==> src/hdl/ssams_pkg.sv <==
// Behaviour
// - altitude in 100-foot steps by default
// - grounded resolution strap selects 10-foot steps
// - each output repeats message twice per second
// - bit rate 1200 to 9600, set by format
// - start/stop framing, default 1200 8N1
// - transmit only, never wait for receiver
// - straps open: 17-byte hash-AL message, 1200 8N1
// - second strap grounded: ten-byte ALT, 9600 8N1
// - 9600 ALT disabled digitizer sends -9900
// - first strap grounded: ten-byte ALT, 2400 8N1
// - 2400 ALT disabled digitizer sends -2500
// - both grounded: dollar-MGL message, 1200 7E1
// - software metric: 24-byte PASHS, 9600 8N1
// - software odd variant: hash-AL, 1200 7O1
// - software one-foot: RMS message, 9600 8N1
// - one-foot message only on outputs four, five
// - two output groups, format chosen per group
// - sending starts only after self-test done
package ssams_pkg;

  // ----------------------------------------
  // clock and timing
  // ----------------------------------------
  localparam int CLK_HZ        = 100_000_000;
  localparam int MSG_PERIOD_MS = 500;
  localparam int MSG_PERIOD_CYC = (CLK_HZ / 1000) * MSG_PERIOD_MS;
  localparam int BAUD_1200     = 1200;
  localparam int BAUD_2400     = 2400;
  localparam int BAUD_9600     = 9600;
  localparam int DIV_1200_CYC  = CLK_HZ / BAUD_1200;
  localparam int DIV_2400_CYC  = CLK_HZ / BAUD_2400;
  localparam int DIV_9600_CYC  = CLK_HZ / BAUD_9600;
  localparam int DIV_W         = 17;

  // ----------------------------------------
  // resolution and message sizes
  // ----------------------------------------
  localparam logic [16:0] RES_COARSE_FT = 17'h00064;
  localparam logic [16:0] RES_FINE_FT   = 17'h0000A;
  localparam logic [16:0] RES_ONE_FT    = 17'h00001;
  localparam logic [4:0]  LEN_LONG      = 5'h11;
  localparam logic [4:0]  LEN_SHORT     = 5'h0A;
  localparam logic [4:0]  LEN_METRIC    = 5'h18;
  localparam int          MSG_MAX_BYTES = 24;
  localparam int          FIFO_DEPTH    = 8;
  localparam int          BYTE_W        = 8;

  // ----------------------------------------
  // software format codes and reset values
  // ----------------------------------------
  localparam logic [1:0] SW_FMT_DEFAULT = 2'h0;
  localparam logic [1:0] SW_FMT_METRIC  = 2'h1;
  localparam logic [1:0] SW_FMT_ODD     = 2'h2;
  localparam logic [1:0] SW_FMT_ONEFOOT = 2'h3;
  localparam logic [2:0] STRAP_OPEN_RST = 3'h7;

  // ----------------------------------------
  // fixed message text
  // ----------------------------------------
  localparam logic [7:0]  CH_CR    = 8'h0D;
  localparam logic [7:0]  CH_LF    = 8'h0A;
  localparam logic [7:0]  CH_STX   = 8'h02;
  localparam logic [7:0]  CH_ETX   = 8'h03;
  localparam logic [7:0]  CH_PLUS  = 8'h2B;
  localparam logic [7:0]  CH_MINUS = 8'h2D;
  localparam logic [7:0]  CH_ZERO  = 8'h30;
  localparam logic [31:0] TXT_AL   = 32'h23414C20;
  localparam logic [31:0] TXT_ALT  = 32'h414C5420;
  localparam logic [31:0] TXT_MGL  = 32'h244D474C;
  localparam logic [31:0] TXT_RMS  = 32'h524D5320;
  localparam logic [31:0] TXT_T25  = 32'h542B3235;
  localparam logic [15:0] TXT_55   = 16'h3535;
  localparam logic [7:0]  TXT_T    = 8'h54;
  localparam logic [7:0]  TXT_STAR = 8'h2A;
  localparam logic [87:0] TXT_PASH = 88'h2450415348532C414C542C;
  localparam logic [39:0] TXT_DIS_9600 = 40'h2D39393030;
  localparam logic [39:0] TXT_DIS_2400 = 40'h2D32353030;

  typedef enum logic [2:0] {
    FMT_AL, FMT_ALT9600, FMT_ALT2400, FMT_MGL, FMT_PASHS, FMT_AL_ODD, FMT_RMS
  } ssams_fmt_t;

  typedef enum logic [2:0] {
    TX_IDLE, TX_START, TX_DATA, TX_PARITY, TX_STOP
  } ssams_tx_t;

  // five zero-padded ASCII decimal digits, most significant first
  function automatic logic [39:0] to_ascii5(input logic [16:0] v);
    logic [39:0] r;
    logic [16:0] t;
    r = '0;
    t = v;
    for (int i = 0; i < 5; i++)
    begin
      r[8*i +: 8] = CH_ZERO + 8'(t % 17'h0000A);
      t = t / 17'h0000A;
    end
    return r;
  endfunction

endpackage

==> src/hdl/ssams_fifo.sv <==
`timescale 1ns/10ps
`default_nettype none
module ssams_fifo
  import ssams_pkg::*;
#(
  parameter int WIDTH = BYTE_W,
  parameter int DEPTH = FIFO_DEPTH
)(
  input  wire logic             clk,
  input  wire logic             rst,
  input  wire logic             in_valid,
  output logic                  in_ready,
  input  wire logic [WIDTH-1:0] in_data,
  output logic                  out_valid,
  input  wire logic             out_ready,
  output logic      [WIDTH-1:0] out_data
);
  localparam int AW = $clog2(DEPTH);

  logic [WIDTH-1:0] mem [DEPTH];
  logic [AW:0]      wr_ptr_ff;
  logic [AW:0]      rd_ptr_ff;
  logic             push;
  logic             pop;

  // extra pointer bit tells full from empty
  assign in_ready  = !((wr_ptr_ff[AW] != rd_ptr_ff[AW]) &&
                       (wr_ptr_ff[AW-1:0] == rd_ptr_ff[AW-1:0]));
  assign out_valid = (wr_ptr_ff != rd_ptr_ff);
  assign push      = in_valid && in_ready;
  assign pop       = out_valid && out_ready;
  assign out_data  = mem[rd_ptr_ff[AW-1:0]];

  always_ff @(posedge clk)
  begin
    if (push)
      mem[wr_ptr_ff[AW-1:0]] <= in_data;
  end

  always_ff @(posedge clk or posedge rst)
  begin
    if (rst)
    begin
      wr_ptr_ff <= '0;
      rd_ptr_ff <= '0;
    end
    else
    begin
      if (push)
        wr_ptr_ff <= wr_ptr_ff + 1'b1;
      if (pop)
        rd_ptr_ff <= rd_ptr_ff + 1'b1;
    end
  end
endmodule
`default_nettype wire

==> src/hdl/ssams_top.sv <==
`timescale 1ns/10ps
`default_nettype none
module ssams_top
  import ssams_pkg::*;
#(
  parameter int MSG_PERIOD = MSG_PERIOD_CYC,
  parameter int DIV_1200   = DIV_1200_CYC,
  parameter int DIV_2400   = DIV_2400_CYC,
  parameter int DIV_9600   = DIV_9600_CYC,
  parameter int FIFO_D     = FIFO_DEPTH
)(
  input  wire logic               clk,
  input  wire logic               rst,
  input  wire logic               strap_fmt_a_n,
  input  wire logic               strap_fmt_b_n,
  input  wire logic               strap_res_n,
  input  wire logic [1:0]         sw_fmt_grp_a,
  input  wire logic [1:0]         sw_fmt_grp_b,
  input  wire logic               sw_res_fine,
  input  wire logic               self_test_done,
  input  wire logic               digitizer_on,
  input  wire logic signed [17:0] altitude_ft,
  input  wire logic signed [15:0] altitude_m,
  input  wire logic signed [7:0]  temp_c,
  input  wire logic [15:0]        checksum_ascii,
  output logic                    serial_out_one,
  output logic                    serial_out_two,
  output logic                    serial_out_three,
  output logic                    serial_out_four,
  output logic                    serial_out_five,
  output logic [1:0]              grp_busy
);

  // ----------------------------------------
  // helpers
  // ----------------------------------------
  function automatic logic [4:0] fmt_len(input ssams_fmt_t f);
    case (f)
      FMT_ALT9600, FMT_ALT2400: fmt_len = LEN_SHORT;
      FMT_PASHS:                fmt_len = LEN_METRIC;
      default:                  fmt_len = LEN_LONG;
    endcase
  endfunction

  function automatic logic [DIV_W-1:0] fmt_div(input ssams_fmt_t f);
    case (f)
      FMT_ALT9600, FMT_PASHS, FMT_RMS: fmt_div = DIV_W'(DIV_9600);
      FMT_ALT2400:                     fmt_div = DIV_W'(DIV_2400);
      default:                         fmt_div = DIV_W'(DIV_1200);
    endcase
  endfunction

  // ----------------------------------------
  // strap synchronisers
  // ----------------------------------------
  logic [2:0] strap_s1_ff;
  logic [2:0] strap_s2_ff;
  logic [2:0] strap_s3_ff;
  logic [2:0] strap_ff;

  always_ff @(posedge clk or posedge rst)
  begin
    if (rst)
    begin
      strap_s1_ff <= STRAP_OPEN_RST;
      strap_s2_ff <= STRAP_OPEN_RST;
      strap_s3_ff <= STRAP_OPEN_RST;
      strap_ff    <= STRAP_OPEN_RST;
    end
    else
    begin
      strap_s1_ff <= {strap_res_n, strap_fmt_b_n, strap_fmt_a_n};
      strap_s2_ff <= strap_s1_ff;
      strap_s3_ff <= strap_s2_ff;
      for (int i = 0; i < 3; i++)
        if (strap_s2_ff[i] == strap_s3_ff[i])
          strap_ff[i] <= strap_s3_ff[i];
    end
  end

  // ----------------------------------------
  // message period
  // ----------------------------------------
  logic [31:0] per_cnt_ff;
  logic        msg_tick;

  assign msg_tick = self_test_done && (per_cnt_ff == '0);

  always_ff @(posedge clk or posedge rst)
  begin
    if (rst)
      per_cnt_ff <= '0;
    else if (!self_test_done)
      per_cnt_ff <= '0;
    else if (per_cnt_ff == 32'(MSG_PERIOD - 1))
      per_cnt_ff <= '0;
    else
      per_cnt_ff <= per_cnt_ff + 32'h00000001;
  end

  // ----------------------------------------
  // message fields shared by both groups
  // ----------------------------------------
  logic [16:0]  mag_ft;
  logic [16:0]  mag_m;
  logic [6:0]   mag_t;
  logic [7:0]   sgn_ft;
  logic [7:0]   sgn_m;
  logic [7:0]   sgn_t;
  logic [16:0]  res_std;
  logic [39:0]  dig_std;
  logic [39:0]  dig_one;
  logic [39:0]  dig_m;
  logic [15:0]  dig_t;
  logic [39:0]  dig_tmp;
  logic [39:0]  alt5;

  assign mag_ft = altitude_ft[17] ? 17'(-altitude_ft) : altitude_ft[16:0];
  assign mag_m  = altitude_m[15]  ? {1'b0, 16'(-altitude_m)} : {1'b0, altitude_m};
  assign mag_t  = temp_c[7] ? 7'(-temp_c) : temp_c[6:0];
  assign sgn_ft = altitude_ft[17] ? CH_MINUS : CH_PLUS;
  assign sgn_m  = altitude_m[15]  ? CH_MINUS : CH_PLUS;
  assign sgn_t  = temp_c[7]       ? CH_MINUS : CH_PLUS;

  assign res_std = (!strap_ff[2] || sw_res_fine) ? RES_FINE_FT : RES_COARSE_FT;
  assign dig_std = to_ascii5(17'((mag_ft / res_std) * res_std));
  assign dig_one = to_ascii5(mag_ft / RES_ONE_FT);
  assign dig_m   = to_ascii5(mag_m);
  assign dig_tmp = to_ascii5({10'h000, mag_t});
  assign dig_t   = dig_tmp[15:0];
  // short form: a minus sign takes the leading digit place
  assign alt5    = altitude_ft[17] ? {CH_MINUS, dig_std[31:0]} : dig_std;

  // ----------------------------------------
  // output groups: 0 drives one..three, 1 drives four, five
  // ----------------------------------------
  logic [1:0] grp_line;

  for (genvar g = 0; g < 2; g++)
  begin : grp
    ssams_fmt_t        fmt_sel;
    ssams_fmt_t        fmt_ff;
    logic [1:0]        sw_fmt;
    logic [191:0]      msg_now;
    logic [191:0]      msg_ff;
    logic [4:0]        rem_ff;
    logic              load_busy;
    logic              fifo_in_ready;
    logic              fifo_out_valid;
    logic              fifo_out_ready;
    logic [7:0]        fifo_out_data;
    logic              active;
    ssams_tx_t         tx_st_ff;
    logic [DIV_W-1:0]  div_cnt_ff;
    logic              bit_en;
    logic [2:0]        bit_ff;
    logic [7:0]        shreg_ff;
    logic              par_ff;
    logic              line_ff;
    logic              seven_bit;
    logic              has_par;

    assign sw_fmt = (g == 0) ? sw_fmt_grp_a : sw_fmt_grp_b;

    // software choice only with straps open
    always_comb
    begin
      case ({strap_ff[0], strap_ff[1]})
        2'h2:    fmt_sel = FMT_ALT9600;
        2'h1:    fmt_sel = FMT_ALT2400;
        2'h0:    fmt_sel = FMT_MGL;
        default:
        begin
          case (sw_fmt)
            SW_FMT_METRIC:  fmt_sel = FMT_PASHS;
            SW_FMT_ODD:     fmt_sel = FMT_AL_ODD;
            SW_FMT_ONEFOOT: fmt_sel = (g == 1) ? FMT_RMS : FMT_AL;
            default:        fmt_sel = FMT_AL;
          endcase
        end
      endcase
    end

    // message text, left aligned in the buffer
    always_comb
    begin
      case (fmt_sel)
        FMT_AL:
          msg_now = {TXT_AL, sgn_ft, dig_std, TXT_T, sgn_t, dig_t,
                     checksum_ascii, CH_CR, 56'h0};
        FMT_AL_ODD:
          msg_now = {TXT_AL, sgn_ft, dig_std, TXT_T25, checksum_ascii, CH_CR, 56'h0};
        FMT_ALT9600:
          msg_now = {TXT_ALT, digitizer_on ? alt5 : TXT_DIS_9600, CH_CR, 112'h0};
        FMT_ALT2400:
          msg_now = {TXT_ALT, digitizer_on ? alt5 : TXT_DIS_2400, CH_CR, 112'h0};
        FMT_MGL:
          msg_now = {TXT_MGL, sgn_ft, dig_std, TXT_T25, checksum_ascii, CH_CR, 56'h0};
        FMT_PASHS:
          msg_now = {CH_STX, TXT_PASH, sgn_m, dig_m, TXT_STAR, checksum_ascii,
                     CH_CR, CH_LF, CH_ETX};
        FMT_RMS:
          msg_now = {TXT_RMS, sgn_ft, dig_one, TXT_T, sgn_t, TXT_55,
                     checksum_ascii, CH_CR, 56'h0};
        default:
          msg_now = '0;
      endcase
    end

    // a tick that comes before the last message has fully left the line loads nothing
    assign load_busy = (rem_ff != '0);
    assign active    = load_busy || fifo_out_valid || (tx_st_ff != TX_IDLE);

    always_ff @(posedge clk or posedge rst)
    begin
      if (rst)
      begin
        fmt_ff <= FMT_AL;
        msg_ff <= '0;
        rem_ff <= '0;
      end
      else if (msg_tick && !active)
      begin
        fmt_ff <= fmt_sel;
        msg_ff <= msg_now;
        rem_ff <= fmt_len(fmt_sel);
      end
      else if (load_busy && fifo_in_ready)
      begin
        msg_ff <= {msg_ff[183:0], 8'h00};
        rem_ff <= rem_ff - 5'h01;
      end
    end

    ssams_fifo #(
      .WIDTH (BYTE_W),
      .DEPTH (FIFO_D)
    ) u_fifo (
      .clk       (clk),
      .rst       (rst),
      .in_valid  (load_busy),
      .in_ready  (fifo_in_ready),
      .in_data   (msg_ff[191:184]),
      .out_valid (fifo_out_valid),
      .out_ready (fifo_out_ready),
      .out_data  (fifo_out_data)
    );

    assign bit_en = (tx_st_ff != TX_IDLE) && (div_cnt_ff == fmt_div(fmt_ff) - 1'b1);

    always_ff @(posedge clk or posedge rst)
    begin
      if (rst)
        div_cnt_ff <= '0;
      else if (tx_st_ff == TX_IDLE || bit_en)
        div_cnt_ff <= '0;
      else
        div_cnt_ff <= div_cnt_ff + 1'b1;
    end

    assign seven_bit      = (fmt_ff == FMT_MGL) || (fmt_ff == FMT_AL_ODD);
    assign has_par        = seven_bit;
    assign fifo_out_ready = (tx_st_ff == TX_IDLE);

    always_ff @(posedge clk or posedge rst)
    begin
      if (rst)
      begin
        tx_st_ff <= TX_IDLE;
        bit_ff   <= '0;
        shreg_ff <= '0;
        par_ff   <= 1'b0;
        line_ff  <= 1'b1;
      end
      else
      begin
        case (tx_st_ff)
          TX_IDLE:
            if (fifo_out_valid)
            begin
              shreg_ff <= fifo_out_data;
              // even for the 1200 7E1 form, odd for the 7O1 form
              par_ff   <= (^fifo_out_data[6:0]) ^ (fmt_ff == FMT_AL_ODD);
              line_ff  <= 1'b0;
              tx_st_ff <= TX_START;
            end
          TX_START:
            if (bit_en)
            begin
              line_ff  <= shreg_ff[0];
              shreg_ff <= {1'b0, shreg_ff[7:1]};
              bit_ff   <= '0;
              tx_st_ff <= TX_DATA;
            end
          TX_DATA:
            if (bit_en)
            begin
              if (bit_ff == (seven_bit ? 3'h6 : 3'h7))
              begin
                line_ff  <= has_par ? par_ff : 1'b1;
                tx_st_ff <= has_par ? TX_PARITY : TX_STOP;
              end
              else
              begin
                line_ff  <= shreg_ff[0];
                shreg_ff <= {1'b0, shreg_ff[7:1]};
                bit_ff   <= bit_ff + 3'h1;
              end
            end
          TX_PARITY:
            if (bit_en)
            begin
              line_ff  <= 1'b1;
              tx_st_ff <= TX_STOP;
            end
          TX_STOP:
            if (bit_en)
              tx_st_ff <= TX_IDLE;
          default:
            tx_st_ff <= TX_IDLE;
        endcase
      end
    end

    assign grp_line[g] = line_ff;
    assign grp_busy[g] = active;
  end

  // ----------------------------------------
  // pins
  // ----------------------------------------
  assign serial_out_one   = grp_line[0];
  assign serial_out_two   = grp_line[0];
  assign serial_out_three = grp_line[0];
  assign serial_out_four  = grp_line[1];
  assign serial_out_five  = grp_line[1];

endmodule
`default_nettype wire
==> config.mk <==
export PLATFORM = sky130hd
export DESIGN_NAME = ssams_top
export DESIGN_NICKNAME = d
export VERILOG_FILES = /design/src/hdl/ssams_pkg.sv /design/src/hdl/ssams_fifo.sv /design/src/hdl/ssams_top.sv
export SDC_FILE = /design/constraint.sdc
export NUM_CORES = 2
export LEC_CHECK = 0
export ABC_AREA = 1
export BUFFER_PORTS_ARGS = -buffer_cell sky130_fd_sc_hd__clkbuf_2
export CAP_MARGIN = 20
export CORE_ASPECT_RATIO = 1.2
export CORE_MARGIN = 8
export CORE_UTILIZATION = 35
export CTS_CLUSTER_DIAMETER = 80
export DETAILED_ROUTE_END_ITERATION = 8
export SYNTH_ARGS = -nofsm -noshare
export SYNTH_HDL_FRONTEND = slang
export SYNTH_SLANG_ARGS = --single-unit
export TNS_END_PERCENT = 5
==> constraint.sdc <==
create_clock -name clk -period 78.6 [get_ports clk]
set_input_delay 3.93 -clock clk [delete_from_list [all_inputs] [get_ports clk]]
set_output_delay 3.93 -clock clk [all_outputs]
set_load 0.1 [all_outputs]
==> impl_metrics.json <==
{
  "n_fill_cell": 14140,
  "ys_seq_area_share_pct": 33.79,
  "final_antenna_net_count": 0,
  "setup_viol": 0,
  "rr_endpoint": "grp[1].msg_ff[157]",
  "synth_ff_type": "dfrtp_1",
  "fin_worst_skew_ns": 0.03524,
  "finalCritPeriodShare_pct": 48.80,
  "cts_buffer_depth": 3,
  "cts_buffers": 68,
  "cp.required_ns": 79.09,
  "grt_max_degree": 107,
  "drv_slew": 0,
  "maxSlewHeadroom_pct": 23.67,
  "grt_antenna_before_repair": 5,
  "path_clk_slew_ns": 0.06,
  "synth_edf_count": 128,
  "yosysUniqueCellTypes": 99,
  "fp-row-count": 148,
  "cts-htree-levels": 3,
  "synth_area_per_cell_um2": 7.269,
  "cts_tree": "built",
  "clk_latency_ns": 0.65,
  "hp-start": "strap_s1_ff[2]",
  "fp.dieH_um": 419.8,
  "whs_ns": 0.3548,
  "drive_above_1_share_pct": 10.24,
  "crit_family": "simple AND/OR/NAND/NOR gates",
  "r2r_slack_ns": 43.25,
  "ios": 77,
  "hold_violations": 0,
  "fmax_mhz": 26.07,
  "grt_first_pass_wirelength_um": 235200,
  "io_buffers": 76,
  "vias": 44040,
  "grt_usage_pct": 19.46,
  "wirelength_um": 149200,
  "layout.cells.most_common": "nand2_1",
  "synth_area_um2": 47560,
  "cts_hold_buf": 0,
  "path_buf_inv": 43,
  "gp_routability_congestion": 0.9377,
  "rr_worst_depth": 238,
  "utilization_pct": 38.43,
  "root_buffer": "clkbuf_16",
  "r2r_start": "strap_ff[2]",
  "initial_core_util_pct": 35.19,
  "die_area_um2": 148000,
  "status": "complete, no violations",
  "die_w_um": 352.5,
  "cp_max_fo": 30,
  "worstHoldEndpoint": "strap_s2_ff[2]",
  "arrival_ns": 38.84,
  "grt_overflow": 0,
  "yosysWarnings": 0,
  "firstDrtPassIters": 6,
  "cts_num_sinks": 616,
  "drcViolationCount": 0,
  "cp-start-kind": "input port",
  "coreArea_um2": 135200,
  "slowest_delay_ns": 0.42,
  "rsz0062_at_grt": "false",
  "cts_setup_buffers": 0,
  "synth_seq_cells": 616,
  "grt_pass1_vias": 42790,
  "criticalPathCategory": "input port to flop",
  "hold_depth": 0,
  "layout_min_cycle_time_ns": 38.35,
  "end_kind": "flop",
  "setup-tns-final_ns": 0,
  "cts_resized": 0,
  "wire_per_inst_um": 17.76,
  "min_path_type": "flop to flop",
  "via_per_inst": 5.242,
  "worst_pin_slew_ns": 1.142,
  "fin_nets": 6849,
  "syn2layout_area_growth_pct": 9.228,
  "async_flop_share_pct": 79.22,
  "maxCapViolCount": 0,
  "drt_iter0_markers": 3221,
  "cpMostUsedCell": "nand2_1",
  "syn_inst": 6543,
  "critPathSlowestCell": "fa_1",
  "dp_hpwl_um": 109300,
  "final_cell_mix": "nand2_1 (1418), inv_1 (903), nor2_1 (639)"
}
-- per-layer routing --
metal  global-route usage (%)  wire length (um)
met4                    10.32              8717
met3                    2.848              8663
met2                    34.67             72700
met1                    22.57             59040
met5                        0                34
-- how the worst max path moves through the flow --
stage               cells after the start             from  slack [ns]            endpoint
finish                                241  altitude_ft[17]       40.25  grp[1].msg_ff[157]
global route                          246  altitude_ft[17]       36.35  grp[1].msg_ff[157]
CTS                                   241  altitude_ft[17]       40.24  grp[1].msg_ff[157]
detailed placement                    241  altitude_ft[17]       39.67  grp[1].msg_ff[157]
global placement                      242  altitude_ft[17]       40.77  grp[1].msg_ff[157]
floorplan                             242      sw_res_fine       44.02  grp[0].msg_ff[149]
-- cell type report --
type / instances / area (um^2) / share of cell area (%)
clock buffer: 91 / 1911 / 3.678
sequential: 616 / 16070 / 30.94
inverter: 1020 / 3865 / 7.439
multi-input combinational: 4708 / 26550 / 51.10
antenna: 2 / 5.005 / 0.009633
tap: 1800 / 2252 / 4.335
timing repair buffer: 132 / 840.8 / 1.618
clock inverter: 32 / 457.9 / 0.8815
-- cells in the mapped netlist (83+ instances only) --
cell | count | share of area, %
nor2_1 | 643 | 5.1
nand3_1 | 313 | 3.3
edfxtp_1 | 128 | 8.1
o21ai_0 | 459 | 4.8
dfrtp_1 | 474 | 25
inv_1 | 908 | 7.2
clkbuf_1 | 139 | 1.1
a21oi_1 | 274 | 2.9
nand2_1 | 1422 | 11
nor3_1 | 92 | 0.97
o22ai_1 | 95 | 1.2
ha_1 | 212 | 5.6
xor2_1 | 198 | 3.6
nand2_2 | 121 | 1.6
inv_2 | 83 | 0.66
-- kinds of logic (layout without fill, tap and decap cells) --
logic type / Yosys count / count (layout) / share of synthesized area, %
and+or+nand+nor: 2896 / 2896 / 27.52
AOI/OAI and AO/OA: 1289 / 1289 / 16.30
other: 2 / 5 / 0.01579
muxes: 8 / 8 / 0.1684
adders and majority gates: 236 / 236 / 6.524
DFF: 616 / 616 / 33.79
xor gates and xnor gates: 276 / 276 / 5.201
buffers and inverters: 1220 / 1275 / 10.47
-- worst register-to-register path: cells and delay by family, from the launching register on --
family	cells	cell delay, ns
AND/OR/NAND/NOR	115	13.26
AO/OA/AOI/OAI	53	8.73
adder cells (fa/ha/maj)	23	7.08
buffers and inverters	41	4.30
XOR/XNOR	6	1.29
flip-flops	1	0.54
-- sequential cells by signal, indices dropped and copies added (netlist names) --
| name | count |
|---|---|
| grp.u_fifo.wr_ptr_ff | 8 |
| grp.u_fifo.rd_ptr_ff | 8 |
| grp.msg_ff | 346 |
| grp.par_ff | 2 |
| strap_s1_ff | 3 |
| serial_out_five | 1 |
| strap_s2_ff | 3 |
| grp.div_cnt_ff | 34 |
| serial_out_one | 1 |
| grp.fmt_ff | 6 |
| grp.u_fifo.mem | 128 |
| grp.shreg_ff | 16 |
| grp.rem_ff | 10 |
| per_cnt_ff | 32 |
| strap_s3_ff | 3 |
| grp.bit_ff | 6 |
| strap_ff | 3 |
| grp.tx_st_ff | 6 |
-- stage by stage --
step / cells / cell area [um^2] / setup WS (ns)
2_1_floorplan: 6544 / 47570 / 44.02
5_1_grt: 8400 / 51950 / 36.35
3_3_place_gp: 8273 / 49520 / 40.77
6_report: 8401 / 51950 / 40.25
3_5_place_dp: 8273 / 49520 / 39.67
4_1_cts: 8396 / 51880 / 40.24
Power is not shown: default switching activity piles up to over one toggle a cycle in this logic, so the estimate is an artifact.
